<file path="config.mk">
export PLATFORM = sky130hd
export DESIGN_NAME = fic_controller
export DESIGN_NICKNAME = d
export VERILOG_FILES = /design/src/hdl/fic_pkg.sv /design/src/hdl/fic_resolver.sv /design/src/hdl/fic_controller.sv
export SDC_FILE = /design/constraint.sdc
export NUM_CORES = 1
export LEC_CHECK = 0
export BUFFER_PORTS_ARGS = -buffer_cell sky130_fd_sc_hd__buf_2
export CORE_MARGIN = 10
export CORE_UTILIZATION = 30
export CTS_CLUSTER_SIZE = 10
export DETAILED_ROUTE_END_ITERATION = 10
export PLACE_DENSITY = 0.53
export SYNTH_ARGS = -nofsm -noshare
export SYNTH_HDL_FRONTEND = slang
export SYNTH_SLANG_ARGS = --single-unit
</file>
<file path="constraint.sdc">
create_clock -name i_sys_clk -period 8.66 [get_ports i_sys_clk]
set_clock_uncertainty 0.2 [all_clocks]
set_input_delay 0.433 -clock i_sys_clk [delete_from_list [all_inputs] [get_ports i_sys_clk]]
set_output_delay 0.433 -clock i_sys_clk [all_outputs]
set_load 0.02 [all_outputs]
</file>
<file path="src/hdl/fic_pkg.sv">
// Shared constants and types for the four-level interrupt controller.
// Assumes a core sequencer that strobes the sampling phase once per
// machine cycle and flags the final cycle of each instruction.
package fic_pkg;

  //////////////////////////////////////////////////////////////////////////
  // Sizes
  localparam int unsigned FIC_NUM_SRC    = 6;
  localparam int unsigned FIC_NUM_LEVELS = 4;
  localparam int unsigned FIC_VEC_W      = 8;

  // Source index doubles as polling order, lowest index polled first
  localparam logic [2:0] FIC_SRC_EXT0   = 3'h0;
  localparam logic [2:0] FIC_SRC_TMR0   = 3'h1;
  localparam logic [2:0] FIC_SRC_EXT1   = 3'h2;
  localparam logic [2:0] FIC_SRC_TMR1   = 3'h3;
  localparam logic [2:0] FIC_SRC_SERIAL = 3'h4;
  localparam logic [2:0] FIC_SRC_TMR2   = 3'h5;

  //////////////////////////////////////////////////////////////////////////
  // Fixed vectors per source
  localparam logic [7:0] FIC_VEC_EXT0   = 8'h03;
  localparam logic [7:0] FIC_VEC_TMR0   = 8'h0B;
  localparam logic [7:0] FIC_VEC_EXT1   = 8'h13;
  localparam logic [7:0] FIC_VEC_TMR1   = 8'h1B;
  localparam logic [7:0] FIC_VEC_SERIAL = 8'h23;
  localparam logic [7:0] FIC_VEC_TMR2   = 8'h2B;

  //////////////////////////////////////////////////////////////////////////
  // Timing and reset values
  localparam int unsigned FIC_CALL_CYCLES = 2;  // Machine cycles per call
  localparam logic [3:0]  FIC_IN_PROG_RST = 4'h0;
  localparam logic        FIC_FLAG_RST    = 1'b0;
  localparam logic        FIC_PIN_RST     = 1'b1;  // Idle pin is high
  localparam logic [7:0]  FIC_VEC_RST     = 8'h00;

  // Injected-call sequencer states
  typedef enum logic [1:0] {
    FIC_IDLE,
    FIC_CALL_FIRST,
    FIC_CALL_SECOND
  } fic_call_state_e;

  // Vector lookup, used by the top and available to the bench
  function automatic logic [7:0] fic_vector(input logic [2:0] src);
    logic [7:0] vec;
    vec = FIC_VEC_EXT0;
    case (src)
      FIC_SRC_EXT0:   vec = FIC_VEC_EXT0;
      FIC_SRC_TMR0:   vec = FIC_VEC_TMR0;
      FIC_SRC_EXT1:   vec = FIC_VEC_EXT1;
      FIC_SRC_TMR1:   vec = FIC_VEC_TMR1;
      FIC_SRC_SERIAL: vec = FIC_VEC_SERIAL;
      FIC_SRC_TMR2:   vec = FIC_VEC_TMR2;
      default:        vec = FIC_VEC_EXT0;
    endcase
    return vec;
  endfunction

endpackage

</file>
<file path="src/hdl/fic_resolver.sv">
// Combinational arbiter: picks the highest level, then polling order.
// Assumes pending bits are already gated by the enables.
module fic_resolver
  import fic_pkg::*;
#(
  parameter int unsigned NUM_SRC = FIC_NUM_SRC
) (
  input  wire logic [NUM_SRC-1:0] i_pending,
  input  wire logic [NUM_SRC-1:0] i_priority_low_bits,
  input  wire logic [NUM_SRC-1:0] i_priority_high_bits,
  output logic                    o_found,
  output logic [2:0]              o_src,
  output logic [1:0]              o_level
);

  //////////////////////////////////////////////////////////////////////////
  // Scan from last polled source down, so earlier sources win ties
  always_comb begin
    logic [1:0] lvl;
    lvl     = 2'h0;
    o_found = 1'b0;
    o_src   = 3'h0;
    o_level = 2'h0;
    for (int i = NUM_SRC - 1; i >= 0; i--) begin
      lvl = {i_priority_high_bits[i], i_priority_low_bits[i]};
      if (i_pending[i] && (!o_found || lvl >= o_level)) begin
        o_found = 1'b1;
        o_src   = 3'(i);
        o_level = lvl;
      end
    end
  end

endmodule

</file>
<file path="src/hdl/fic_controller.sv">
// Six-source, four-level nested interrupt controller for an 8-bit core.
// Assumes the core sequencer strobes the sampling phase once per machine
// cycle, flags the final cycle of each instruction, and executes the
// injected call when o_call_start pulses.
//
// Overview of operation
// - Higher-level request seen during a call chains straight into another call.
// - Serial receive and transmit flags are never cleared by this block.
// - Vectoring clears an external flag only in edge mode.
// - Injected call pushes the program counter only, then loads the vector.
// - Vectors 03H, 0BH, 13H, 1BH, 23H, 2BH per source.
// - Return-from-interrupt clears current level, then pops two bytes to PC.
// - Plain return leaves the in-progress level set.
// - Trigger type 0: low sample on the pin raises the request.
// - Trigger type 1: high sample then low sample sets the flag.
// - Pins inverted and latched each sampling phase, snapshot at the next one, polled the cycle after.
// - Call lasts two machine cycles; at least three cycles to service.
// - Wait for instruction end; after return or enable access, one more.
// - Level is high-priority bit over priority bit, 00 lowest, 11 highest.
// - Equal or higher level in service blocks; lower level is preempted.
// - Equal levels resolved by fixed order, external 0 first, timer 2 last.
// - Timer 0 and timer 1 overflow flags cleared on vectoring.
// - No call unless final instruction cycle and no equal-or-higher level.
// - Global enable masks all sources beside per-source enables.
module fic_controller
  import fic_pkg::*;
#(
  parameter int unsigned NUM_SRC = FIC_NUM_SRC
) (
  input  wire logic               i_sys_clk,
  input  wire logic               i_rst,
  // Core sequencer timing
  input  wire logic               i_sample_phase_strobe,
  input  wire logic               i_instr_last_cycle,
  input  wire logic               i_blocking_instr,
  input  wire logic               i_return_from_irq_instr,
  // External pins, active low, and their trigger types
  input  wire logic               i_ext0_request_pin_n,
  input  wire logic               i_ext1_request_pin_n,
  input  wire logic               i_ext0_trigger_type,
  input  wire logic               i_ext1_trigger_type,
  // Peripheral events and flags
  input  wire logic               i_timer0_overflow_set,
  input  wire logic               i_timer1_overflow_set,
  input  wire logic               i_timer2_overflow_flag,
  input  wire logic               i_timer2_external_flag,
  input  wire logic               i_serial_receive_flag,
  input  wire logic               i_serial_transmit_flag,
  // Software writes to the four locally held flags
  input  wire logic [3:0]         i_flag_wr_en,
  input  wire logic [3:0]         i_flag_wr_data,
  // Enable and priority configuration
  input  wire logic               i_global_irq_enable,
  input  wire logic [NUM_SRC-1:0] i_source_enable,
  input  wire logic [NUM_SRC-1:0] i_priority_low_bits,
  input  wire logic [NUM_SRC-1:0] i_priority_high_bits,
  // Call injection toward the core
  output logic                    o_call_start,
  output logic                    o_call_busy,
  output logic [FIC_VEC_W-1:0]    o_call_vector,
  output logic                    o_pop_pc,
  // Visible state
  output logic                    o_ext0_request_flag,
  output logic                    o_ext1_request_flag,
  output logic                    o_timer0_overflow_flag,
  output logic                    o_timer1_overflow_flag,
  output logic [3:0]              o_level_in_progress
);

  //////////////////////////////////////////////////////////////////////////
  // Declarations
  fic_call_state_e      state_reg;
  fic_call_state_e      state_next;
  logic                 busy_reg;
  logic                 busy_next;
  logic                 call_start_reg;
  logic                 call_start_next;
  logic [7:0]           vector_reg;
  logic [7:0]           vector_next;
  logic                 pop_pc_reg;
  logic                 pop_pc_next;
  logic [3:0]           in_prog_reg;
  logic [3:0]           in_prog_next;
  logic [1:0]           pin_prev_reg;
  logic [1:0]           pin_prev_next;
  logic [1:0]           ext_flag_reg;
  logic [1:0]           ext_flag_next;
  logic [1:0]           tmr_flag_reg;
  logic [1:0]           tmr_flag_next;
  logic [NUM_SRC-1:0]   sampled_reg;
  logic [NUM_SRC-1:0]   sampled_next;

  logic [NUM_SRC-1:0]   live_req;
  logic [NUM_SRC-1:0]   pending;
  logic                 found;
  logic [2:0]           win_src;
  logic [1:0]           win_level;
  logic                 poll_ok;
  logic                 level_ok;
  logic                 grant;
  logic [1:0]           pin_n;
  logic [1:0]           trig;
  logic [1:0]           tmr_set;

  assign pin_n   = {i_ext1_request_pin_n, i_ext0_request_pin_n};
  assign trig    = {i_ext1_trigger_type, i_ext0_trigger_type};
  assign tmr_set = {i_timer1_overflow_set, i_timer0_overflow_set};

  // True when any level at or above lvl is already in service
  function automatic logic level_busy(input logic [3:0] prog,
                                      input logic [1:0] lvl);
    logic busy;
    busy = 1'b0;
    for (int k = 0; k < FIC_NUM_LEVELS; k++) begin
      if (prog[k] && (2'(k) >= lvl)) begin
        busy = 1'b1;
      end
    end
    return busy;
  endfunction

  //////////////////////////////////////////////////////////////////////////
  // Live request lines in polling order; serial and timer 2 flags are
  // owned by their peripherals and only read here
  always_comb begin
    live_req                 = '0;
    live_req[FIC_SRC_EXT0]   = ext_flag_reg[0];
    live_req[FIC_SRC_TMR0]   = tmr_flag_reg[0];
    live_req[FIC_SRC_EXT1]   = ext_flag_reg[1];
    live_req[FIC_SRC_TMR1]   = tmr_flag_reg[1];
    live_req[FIC_SRC_SERIAL] = i_serial_receive_flag |
                               i_serial_transmit_flag;
    live_req[FIC_SRC_TMR2]   = i_timer2_overflow_flag |
                               i_timer2_external_flag;
  end

  //////////////////////////////////////////////////////////////////////////
  // Snapshot at each sampling phase, polled during the next machine cycle
  always_comb begin
    sampled_next = sampled_reg;
    if (i_sample_phase_strobe) begin
      sampled_next = live_req;
    end
  end

  always_ff @(posedge i_sys_clk) begin
    if (i_rst) begin
      sampled_reg <= '0;
    end else begin
      sampled_reg <= sampled_next;
    end
  end

  // Masking by per-source and global enables
  assign pending = sampled_reg & i_source_enable &
                   {NUM_SRC{i_global_irq_enable}};

  //////////////////////////////////////////////////////////////////////////
  // Arbitration
  fic_resolver #(
    .NUM_SRC              (NUM_SRC)
  ) u_resolver (
    .i_pending            (pending),
    .i_priority_low_bits  (i_priority_low_bits),
    .i_priority_high_bits (i_priority_high_bits),
    .o_found              (found),
    .o_src                (win_src),
    .o_level              (win_level)
  );

  // The final call cycle counts as an instruction end, so a higher level
  // that arrives meanwhile chains in before the lower routine runs
  assign poll_ok  = ((state_reg == FIC_IDLE) && i_instr_last_cycle &&
                     !i_blocking_instr) ||
                    (state_reg == FIC_CALL_SECOND);
  assign level_ok = !level_busy(in_prog_reg, win_level);
  assign grant    = i_sample_phase_strobe && poll_ok &&
                    found && level_ok;

  //////////////////////////////////////////////////////////////////////////
  // External request flags: level mode follows the pin, edge mode latches
  always_comb begin
    pin_prev_next = pin_prev_reg;
    ext_flag_next = ext_flag_reg;
    for (int e = 0; e < 2; e++) begin
      // Software write first, hardware events below override it
      if (i_flag_wr_en[e]) begin
        ext_flag_next[e] = i_flag_wr_data[e];
      end
      // Vector clear only for edge mode
      if (grant && trig[e] && (win_src == 3'(2 * e))) begin
        ext_flag_next[e] = 1'b0;
      end
      if (i_sample_phase_strobe) begin
        pin_prev_next[e] = pin_n[e];
        if (!trig[e]) begin
          ext_flag_next[e] = !pin_n[e];
        end else if (pin_prev_reg[e] && !pin_n[e]) begin
          ext_flag_next[e] = 1'b1;
        end
      end
    end
  end

  always_ff @(posedge i_sys_clk) begin
    if (i_rst) begin
      pin_prev_reg <= {2{FIC_PIN_RST}};
      ext_flag_reg <= {2{FIC_FLAG_RST}};
    end else begin
      pin_prev_reg <= pin_prev_next;
      ext_flag_reg <= ext_flag_next;
    end
  end

  //////////////////////////////////////////////////////////////////////////
  // Timer 0/1 overflow flags; an overflow in the clearing cycle wins
  always_comb begin
    tmr_flag_next = tmr_flag_reg;
    for (int t = 0; t < 2; t++) begin
      if (i_flag_wr_en[2 + t]) begin
        tmr_flag_next[t] = i_flag_wr_data[2 + t];
      end
      if (grant && (win_src == 3'(2 * t + 1))) begin
        tmr_flag_next[t] = 1'b0;
      end
      if (tmr_set[t]) begin
        tmr_flag_next[t] = 1'b1;
      end
    end
  end

  always_ff @(posedge i_sys_clk) begin
    if (i_rst) begin
      tmr_flag_reg <= {2{FIC_FLAG_RST}};
    end else begin
      tmr_flag_reg <= tmr_flag_next;
    end
  end

  //////////////////////////////////////////////////////////////////////////
  // Call sequencer: two machine cycles per injected call
  always_comb begin
    state_next      = state_reg;
    call_start_next = 1'b0;
    vector_next     = vector_reg;
    case (state_reg)
      FIC_IDLE: begin
        if (grant) begin
          state_next = FIC_CALL_FIRST;
        end
      end
      FIC_CALL_FIRST: begin
        if (i_sample_phase_strobe) begin
          state_next = FIC_CALL_SECOND;
        end
      end
      FIC_CALL_SECOND: begin
        if (grant) begin
          state_next = FIC_CALL_FIRST;
        end else if (i_sample_phase_strobe) begin
          state_next = FIC_IDLE;
        end
      end
      default: begin
        state_next = FIC_IDLE;
      end
    endcase
    // Core pushes PC only, status word is left alone
    if (grant) begin
      call_start_next = 1'b1;
      vector_next     = fic_vector(win_src);
    end
    // Busy registered beside the state so the port needs no decode
    busy_next = (state_next != FIC_IDLE);
  end

  always_ff @(posedge i_sys_clk) begin
    if (i_rst) begin
      state_reg      <= FIC_IDLE;
      busy_reg       <= 1'b0;
      call_start_reg <= 1'b0;
      vector_reg     <= FIC_VEC_RST;
    end else begin
      state_reg      <= state_next;
      busy_reg       <= busy_next;
      call_start_reg <= call_start_next;
      vector_reg     <= vector_next;
    end
  end

  //////////////////////////////////////////////////////////////////////////
  // In-progress levels; only the dedicated return clears one, so a plain
  // return leaves the level blocking
  always_comb begin
    logic done;
    done         = 1'b0;
    in_prog_next = in_prog_reg;
    pop_pc_next  = 1'b0;
    if (i_return_from_irq_instr) begin
      pop_pc_next = 1'b1;
      for (int k = FIC_NUM_LEVELS - 1; k >= 0; k--) begin
        if (in_prog_reg[k] && !done) begin
          in_prog_next[k] = 1'b0;
          done            = 1'b1;
        end
      end
    end
    // Set after clear so a new call is never lost
    if (grant) begin
      in_prog_next[win_level] = 1'b1;
    end
  end

  always_ff @(posedge i_sys_clk) begin
    if (i_rst) begin
      in_prog_reg <= FIC_IN_PROG_RST;
      pop_pc_reg  <= 1'b0;
    end else begin
      in_prog_reg <= in_prog_next;
      pop_pc_reg  <= pop_pc_next;
    end
  end

  //////////////////////////////////////////////////////////////////////////
  // Outputs, all straight from flip-flops
  assign o_call_start           = call_start_reg;
  assign o_call_busy            = busy_reg;
  assign o_call_vector          = vector_reg;
  assign o_pop_pc               = pop_pc_reg;
  assign o_ext0_request_flag    = ext_flag_reg[0];
  assign o_ext1_request_flag    = ext_flag_reg[1];
  assign o_timer0_overflow_flag = tmr_flag_reg[0];
  assign o_timer1_overflow_flag = tmr_flag_reg[1];
  assign o_level_in_progress    = in_prog_reg;

endmodule

</file>
==> flow_summary_export.csv, run 1 <==
group,metric,value,unit
floorplanning,ioPinCount,62,
timing,setup_slack,0.6944,ns
final_layout,largest_register_ffs,6,
placement,postPlaceCellArea,2098,um2
clock_tree,post_cts.repair.setup_buffers,0,
clock_tree,cts_buffers,3,
final_layout,antenna_cells,0,
timing,maxSlewViolCount,0,
synth,synth_edf_count,0,
route,wl_met2,2271,um
hold_path,hp-class,"primary input to register",
timing,finalHoldViolCount,0,
synth,ys.warnings.count,0,
placement,portBuffers,58,
pwr,internal_power,179.1,uW
critical_path,worst_setup_path_start_kind,"register",
timing,rsz0062_at_grt,"no",
clock_tree,cts_max_level,1,
synth,synthesis.area,1757,um2
pwr,peakVddDrop,0.00005175,V
clock_tree,clkSlewWorstSetupHoldPaths,0.09,ns
clock_tree,root_buffer,"clkbuf_8",
pwr,switchingPower,76.99,uW
synth,synthFlopType,"dfxtp_1",
run_status,outcome,"finished clean",
critical_path,cpMostUsedCell,"ha_1",
global_routing,overflow,0,
route,drt-met1-wl,2311,um
critical_path,path_class,"register to register",
synth,netlist_instances,209,
critical_path,crit_path_end_kind,"register",
route,route.top_layer_used,"met4",
global_routing,first_global_vias,1754,
timing,slew_headroom,0.5693,
final_layout,nets,319,
clock_tree,insertion_delay,0.27,ns
route,route.detailed.drc,0,
placement,hpwl,4185,um
route,viasPerCell,4.994,
placement,gp_congestion,0.8109,
global_routing,grt_use_total,0.1111,
final_layout,area_growth,22.79,%
floorplanning,die_h,96.52,um
placement,pre_cts_ws,0.3941,ns
pwr,power_density,118.7,nW/um2
global_routing,grt_pass1_wl,8335,um
synth,synth_seq_cells,25,
timing,clock.fmax,0.1255,GHz
clock_tree,cts_buffer_depth,2,
critical_path,path_max_fanout,8,
final_layout,drive_above_1_share,0.3208,
synth,async_flop_share,0,
route,wl,5075,um
timing,tns,0,ns
timing,period_share,0.9198,
clock_tree,hold_buffers,0,
synth,avgSynthCellArea,8.405,um2
synth,synth_area_leaders,"dfxtp_1, ha_1, nor2_1",
global_routing,grt_max_degree,30,
route,drtAntennaViolNets,0,
route,wl_per_cell,15.06,um
pwr,power_switching_share,0.3006,
floorplanning,core_area,5608,um2
route,first_iter_violations,92,
clock_tree,clock-sinks,25,
floorplanning,fp.dieArea,9316,um2
critical_path,critical_path.max_stage_delay,0.46,ns
timing,min_period,7.966,ns
final_layout,fillCellCount,617,
route,vias,1683,
timing,setup_viol,0,
final_layout,fin_area,2157,um2
synth,synth_top_area_frac,0.2849,
pwr,leakage,0.0009705,uW
synth,ys_types,59,
critical_path,worstPathArrival,7.93,ns
floorplanning,rows,27,
floorplanning,initial_core_util,0.3133,
job,drv_cap,0,
critical_path,critPathRequiredTime,8.62,ns
pwr,seq_power_share,0.485,
critical_path,crit_family,"compound AO/OA/AOI/OAI gates",
clock_tree,cts_tree,"yes",
critical_path,crit_buf_inv,1,
pwr,p_comb_frac,0.239,
synth,synth_common_cells,"dfxtp_1, nor2_1, inv_1, a21oi_1",
route,first_pass_iters,4,
global_routing,antenna_found_initial,0,
floorplanning,die_w,96.52,um
synth,synth_seq_area_share,0.2849,
pwr,p_clk_frac,0.275,
clock_tree,cts_resized,0,
synth,synth_top_area_cell,"dfxtp_1",
timing,tightestPinTransition,0.6461,ns
critical_path,critPathSlowestCell,"dfxtp_1",
route,dr_wl_met3,462,um
[placed cells by master (no fill, tap or decap), types with 3 or more instances in the layout]
cell and instances:
a211oi_2 3, nand3_1 10, nor2b_1 7, nor3_1 7, ha_1 10, clkbuf_8 3, a21oi_1 11, nor4_1 4
dfxtp_1 25, inv_1 14, a211oi_1 4, conb_1 3, o22ai_1 3, a211o_1 3, buf_4 3, mux2i_1 7
nor2_1 25, nand2_1 6, buf_2 58, nand2b_1 10
[worst paths after layout]
path | from | to | slack [ns] | cells after the start
worst max-delay path | sampled_reg[5]$_SDFFE_PP0P_ | ext_flag_reg[0]$_SDFF_PP0_ | 0.69 | 33
worst min-delay path | i_ext0_request_pin_n | pin_prev_reg[0]$_SDFFE_PP1P_ | 0.18 | 2
worst max register to register | sampled_reg[5]$_SDFFE_PP0P_ | ext_flag_reg[0]$_SDFF_PP0_ | 0.69 | 33
worst min register to register | o_call_vector[1]$_SDFFE_PP0N_ | o_call_vector[1]$_SDFFE_PP0N_ | 0.28 | 2
[metrics by stage]
step	instances	hold slack, ns	utilization	total power, uW
after floorplan	211	0.2600	-	166.4
after global placement	333	0.2686	0.3742	187.6
after detailed placement	333	0.2695	0.3742	187.9
after CTS	337	0.1754	0.3829	258.6
after global routing	337	0.1961	0.3847	270.6
final	337	0.1836	0.3847	256.1
[per-layer routing]
metal / vias to the layer above / GRT usage
li1: 880 / -
met1: 763 / 0.1409
met2: 36 / 0.1798
met3: 4 / 0.03932
met4: 0 / 0.01816
met5: - / 0
[power groups by stage]
stage / sequential [uW] / combinational (uW) / clock, uW
2_1_floorplan: 129 / 37.4 / 0
3_3_place_gp: 127 / 60.5 / 0
3_5_place_dp: 127 / 60.9 / 0
4_1_cts: 124 / 61.2 / 73.0
5_1_grt: 125 / 69.2 / 76.3
6_report: 124 / 61.3 / 70.5
[cell families (layout without fill, tap and decap cells)]
family,after synthesis,after routing,synth area share
buffers and inverters,25,79,0.06909
flip-flops,25,25,0.2849
adder cells (fa/ha/maj),10,10,0.07123
multiplexers,10,10,0.06339
AO/OA/AOI/OAI,56,56,0.2643
AND/OR/NAND/NOR,82,82,0.2450
other,1,3,0.002135
[final cells by class]
| cell class | count | area (um2) | share of cell area |
|---|---|---|---|
| multi-input combinational | 161 | 1152 | 0.5342 |
| clock buffer | 3 | 41.29 | 0.01914 |
| tap | 72 | 90.09 | 0.04176 |
| timing repair buffer | 61 | 312.8 | 0.1450 |
| clock inverter | 1 | 7.507 | 0.003480 |
| inverter | 14 | 52.55 | 0.02436 |
| sequential | 25 | 500.5 | 0.2320 |
Power figures use the tool's default switching activity.
==> run 2: changes to the inputs <==
--- a/config.mk
+++ b/config.mk
@@ -10,7 +10,7 @@
 export CORE_UTILIZATION = 30
 export CTS_CLUSTER_SIZE = 10
 export DETAILED_ROUTE_END_ITERATION = 10
-export PLACE_DENSITY = 0.53
+export PLACE_DENSITY = 0.63
 export SYNTH_ARGS = -nofsm -noshare
 export SYNTH_HDL_FRONTEND = slang
 export SYNTH_SLANG_ARGS = --single-unit
==> run 2 against run 1 <==
First-iteration DRC count up 4.3%; clock power is 3.0% higher; wire length decreased by 0.93%; cell area fell by 0.35%; cell count down 0.30%; setup slack got worse by 0.11 ns; sequential cell count is the same; count of clock-buffer cells in the layout is the same.
==> flow_summary_export.csv, run 2 (synthesis gave the netlist of run 1 again) <==
group,metric,value,unit
hold_path,hp-class,"primary input to register",
floorplanning,initial_core_util,0.3133,
timing,min_period,8.073,ns
final_layout,seqCellArea,500.5,um2
route,drtAntennaViolNets,0,
timing,tightestPinTransition,0.6299,ns
floorplanning,core_area,5608,um2
critical_path,critical_path.max_stage_delay,0.45,ns
critical_path,worst_setup_path_start_kind,"register",
timing,clock.fmax,0.1239,GHz
pwr,leakage,0.0009664,uW
critical_path,path_class,"register to register",
clock_tree,cts_buffers,3,
pwr,switchingPower,78.97,uW
final_layout,fin_cells,336,
pwr,internal_power,179.2,uW
final_layout,drive_above_1_share,0.3182,
timing,slew_headroom,0.5801,
timing,rsz0062_at_grt,"no",
floorplanning,die_w,96.52,um
clock_tree,cts_buffer_depth,2,
critical_path,crit_path_end_kind,"register",
placement,gp_congestion,0.7917,
timing,setup_slack,0.5872,ns
placement,dp_cells,332,
final_layout,mostFrequentLayoutCells,"buf_2, nor2_1, dfxtp_1",
timing,period_share,0.9322,
critical_path,critPathRequiredTime,8.63,ns
clock_tree,clock-sinks,25,
timing,setup_viol,0,
critical_path,reg2reg_to,"o_call_vector[3]$_SDFFE_PP0N_",
timing,maxSlewViolCount,0,
final_layout,multi_input_area,1152,um2
final_layout,area_growth,22.36,%
final_layout,final_common_cell,"buf_2",
clock_tree,cts_resized,0,
run_status,outcome,"finished clean",
clock_tree,hold_buffers,0,
critical_path,cpMostUsedCell,"ha_1",
floorplanning,die_h,96.52,um
global_routing,first_global_vias,1738,
global_routing,grt_pass1_wl,8010,um
critical_path,path_max_fanout,8,
clock_tree,cts_max_level,1,
route,wl_per_cell,14.96,um
job,drv_cap,0,
clock_tree,post_cts.repair.setup_buffers,0,
critical_path,critPathSlowestCell,"dfxtp_1",
timing,tns,0,ns
floorplanning,rows,27,
critical_path,timing.rr.start,"sampled_reg[5]$_SDFFE_PP0P_",
placement,hpwl,4177,um
critical_path,worstPathArrival,8.05,ns
floorplanning,fp.dieArea,9316,um2
route,first_iter_violations,96,
clock_tree,cts_tree,"yes",
final_layout,antenna_cells,0,
pwr,p_clk_frac,0.281,
hold_path,min-delay-start,"i_ext1_request_pin_n",
timing,finalHoldViolCount,0,
clock_tree,root_buffer,"clkbuf_8",
global_routing,grt_use_total,0.1055,
hold_path,holdPathStages,2,
clock_tree,insertion_delay,0.27,ns
pwr,seq_power_share,0.481,
placement,portBuffers,58,
final_layout,nets,318,
route,vias,1738,
pwr,p_comb_frac,0.238,
floorplanning,ioPinCount,62,
global_routing,overflow,0,
critical_path,reg2reg_setup_slack,0.59,ns
final_layout,largest_register_ffs,6,
placement,pre_cts_ws,0.3957,ns
pwr,power_switching_share,0.3058,
critical_path,ff2ff_path_depth,32,
pwr,peakVddDrop,0.00009696,V
global_routing,antenna_found_initial,0,
route,viasPerCell,5.173,
clock_tree,clkSlewWorstSetupHoldPaths,0.10,ns
route,first_pass_iters,4,
pwr,power_density,120.1,nW/um2
hold_path,min_to,"ext_flag_reg[1]$_SDFF_PP0_",
final_layout,fillCellCount,615,
route,wl,5028,um
route,route.detailed.drc,0,
global_routing,grt_max_degree,30,
==> run 2: cell types whose count changed in the layout (fill, tap and decap cells not counted), sizes merged <==
cell / before / now
buf: 61 / 60
==> run 2: stage by stage <==
step	power [uW]	hold slack (ns)	cell area [um2]	utilization
2_1_floorplan	166.4	0.2600	1764	-
3_3_place_gp	187.1	0.2602	2091	0.3728
3_5_place_dp	188.1	0.2768	2091	0.3728
4_1_cts	261.2	0.1667	2140	0.3815
5_1_grt	272.0	0.1848	2150	0.3833
6_report	258.2	0.1777	2150	0.3833
==> run 2: worst max-delay path: cells and delay by family, from the launching register on <==
family / cells / cell delay [ns]
compound gates: 13 / 3.28
simple gates: 13 / 2.49
fa+ha+maj: 5 / 1.25
flops: 1 / 0.45
mux: 1 / 0.31
==> run 2: layer usage <==
layer | part of all wire | vias up | wire length [um] | GRT usage
li1 | - | 877 | - | -
met1 | 0.45 | 801 | 2258 | 0.1316
met2 | 0.46 | 58 | 2304 | 0.1754
met3 | 0.091 | 2 | 457 | 0.03701
met4 | 0.0016 | 0 | 8 | 0.01332
met5 | 0 | - | 0 | 0
==> run 2: worst max-delay path by stage <==
stage                                     start                       endpoint  slack (ns)
global route        sampled_reg[5]$_SDFFE_PP0P_  o_call_vector[3]$_SDFFE_PP0N_        0.01
detailed placement           i_source_enable[5]  o_call_vector[3]$_SDFFE_PP0N_        0.40
floorplan                   i_global_irq_enable  o_call_vector[3]$_SDFFE_PP0N_        0.94
global placement             i_source_enable[5]  o_call_vector[4]$_SDFFE_PP0N_        0.66
CTS                 sampled_reg[5]$_SDFFE_PP0P_  o_call_vector[3]$_SDFFE_PP0N_        0.45
finish              sampled_reg[5]$_SDFFE_PP0P_  o_call_vector[3]$_SDFFE_PP0N_        0.59
==> run 2: layout make-up <==
cell class | instances | share of cell area
Multi-Input combinational cell | 161 | 0.5361
Clock inverter | 1 | 0.003492
Timing Repair Buffer | 60 | 0.1420
Inverter | 14 | 0.02445
Tap cell | 72 | 0.04191
Sequential cell | 25 | 0.2328
Clock buffer | 3 | 0.01921
==> run 2: power by group through the flow <==
stage	clock, uW	sequential [uW]	combinational (uW)
2_1_floorplan	0	129	37.4
3_3_place_gp	0	127	60.2
3_5_place_dp	0	127	61.1
4_1_cts	75.4	124	61.6
5_1_grt	78.1	125	69.0
6_report	72.6	124	61.5
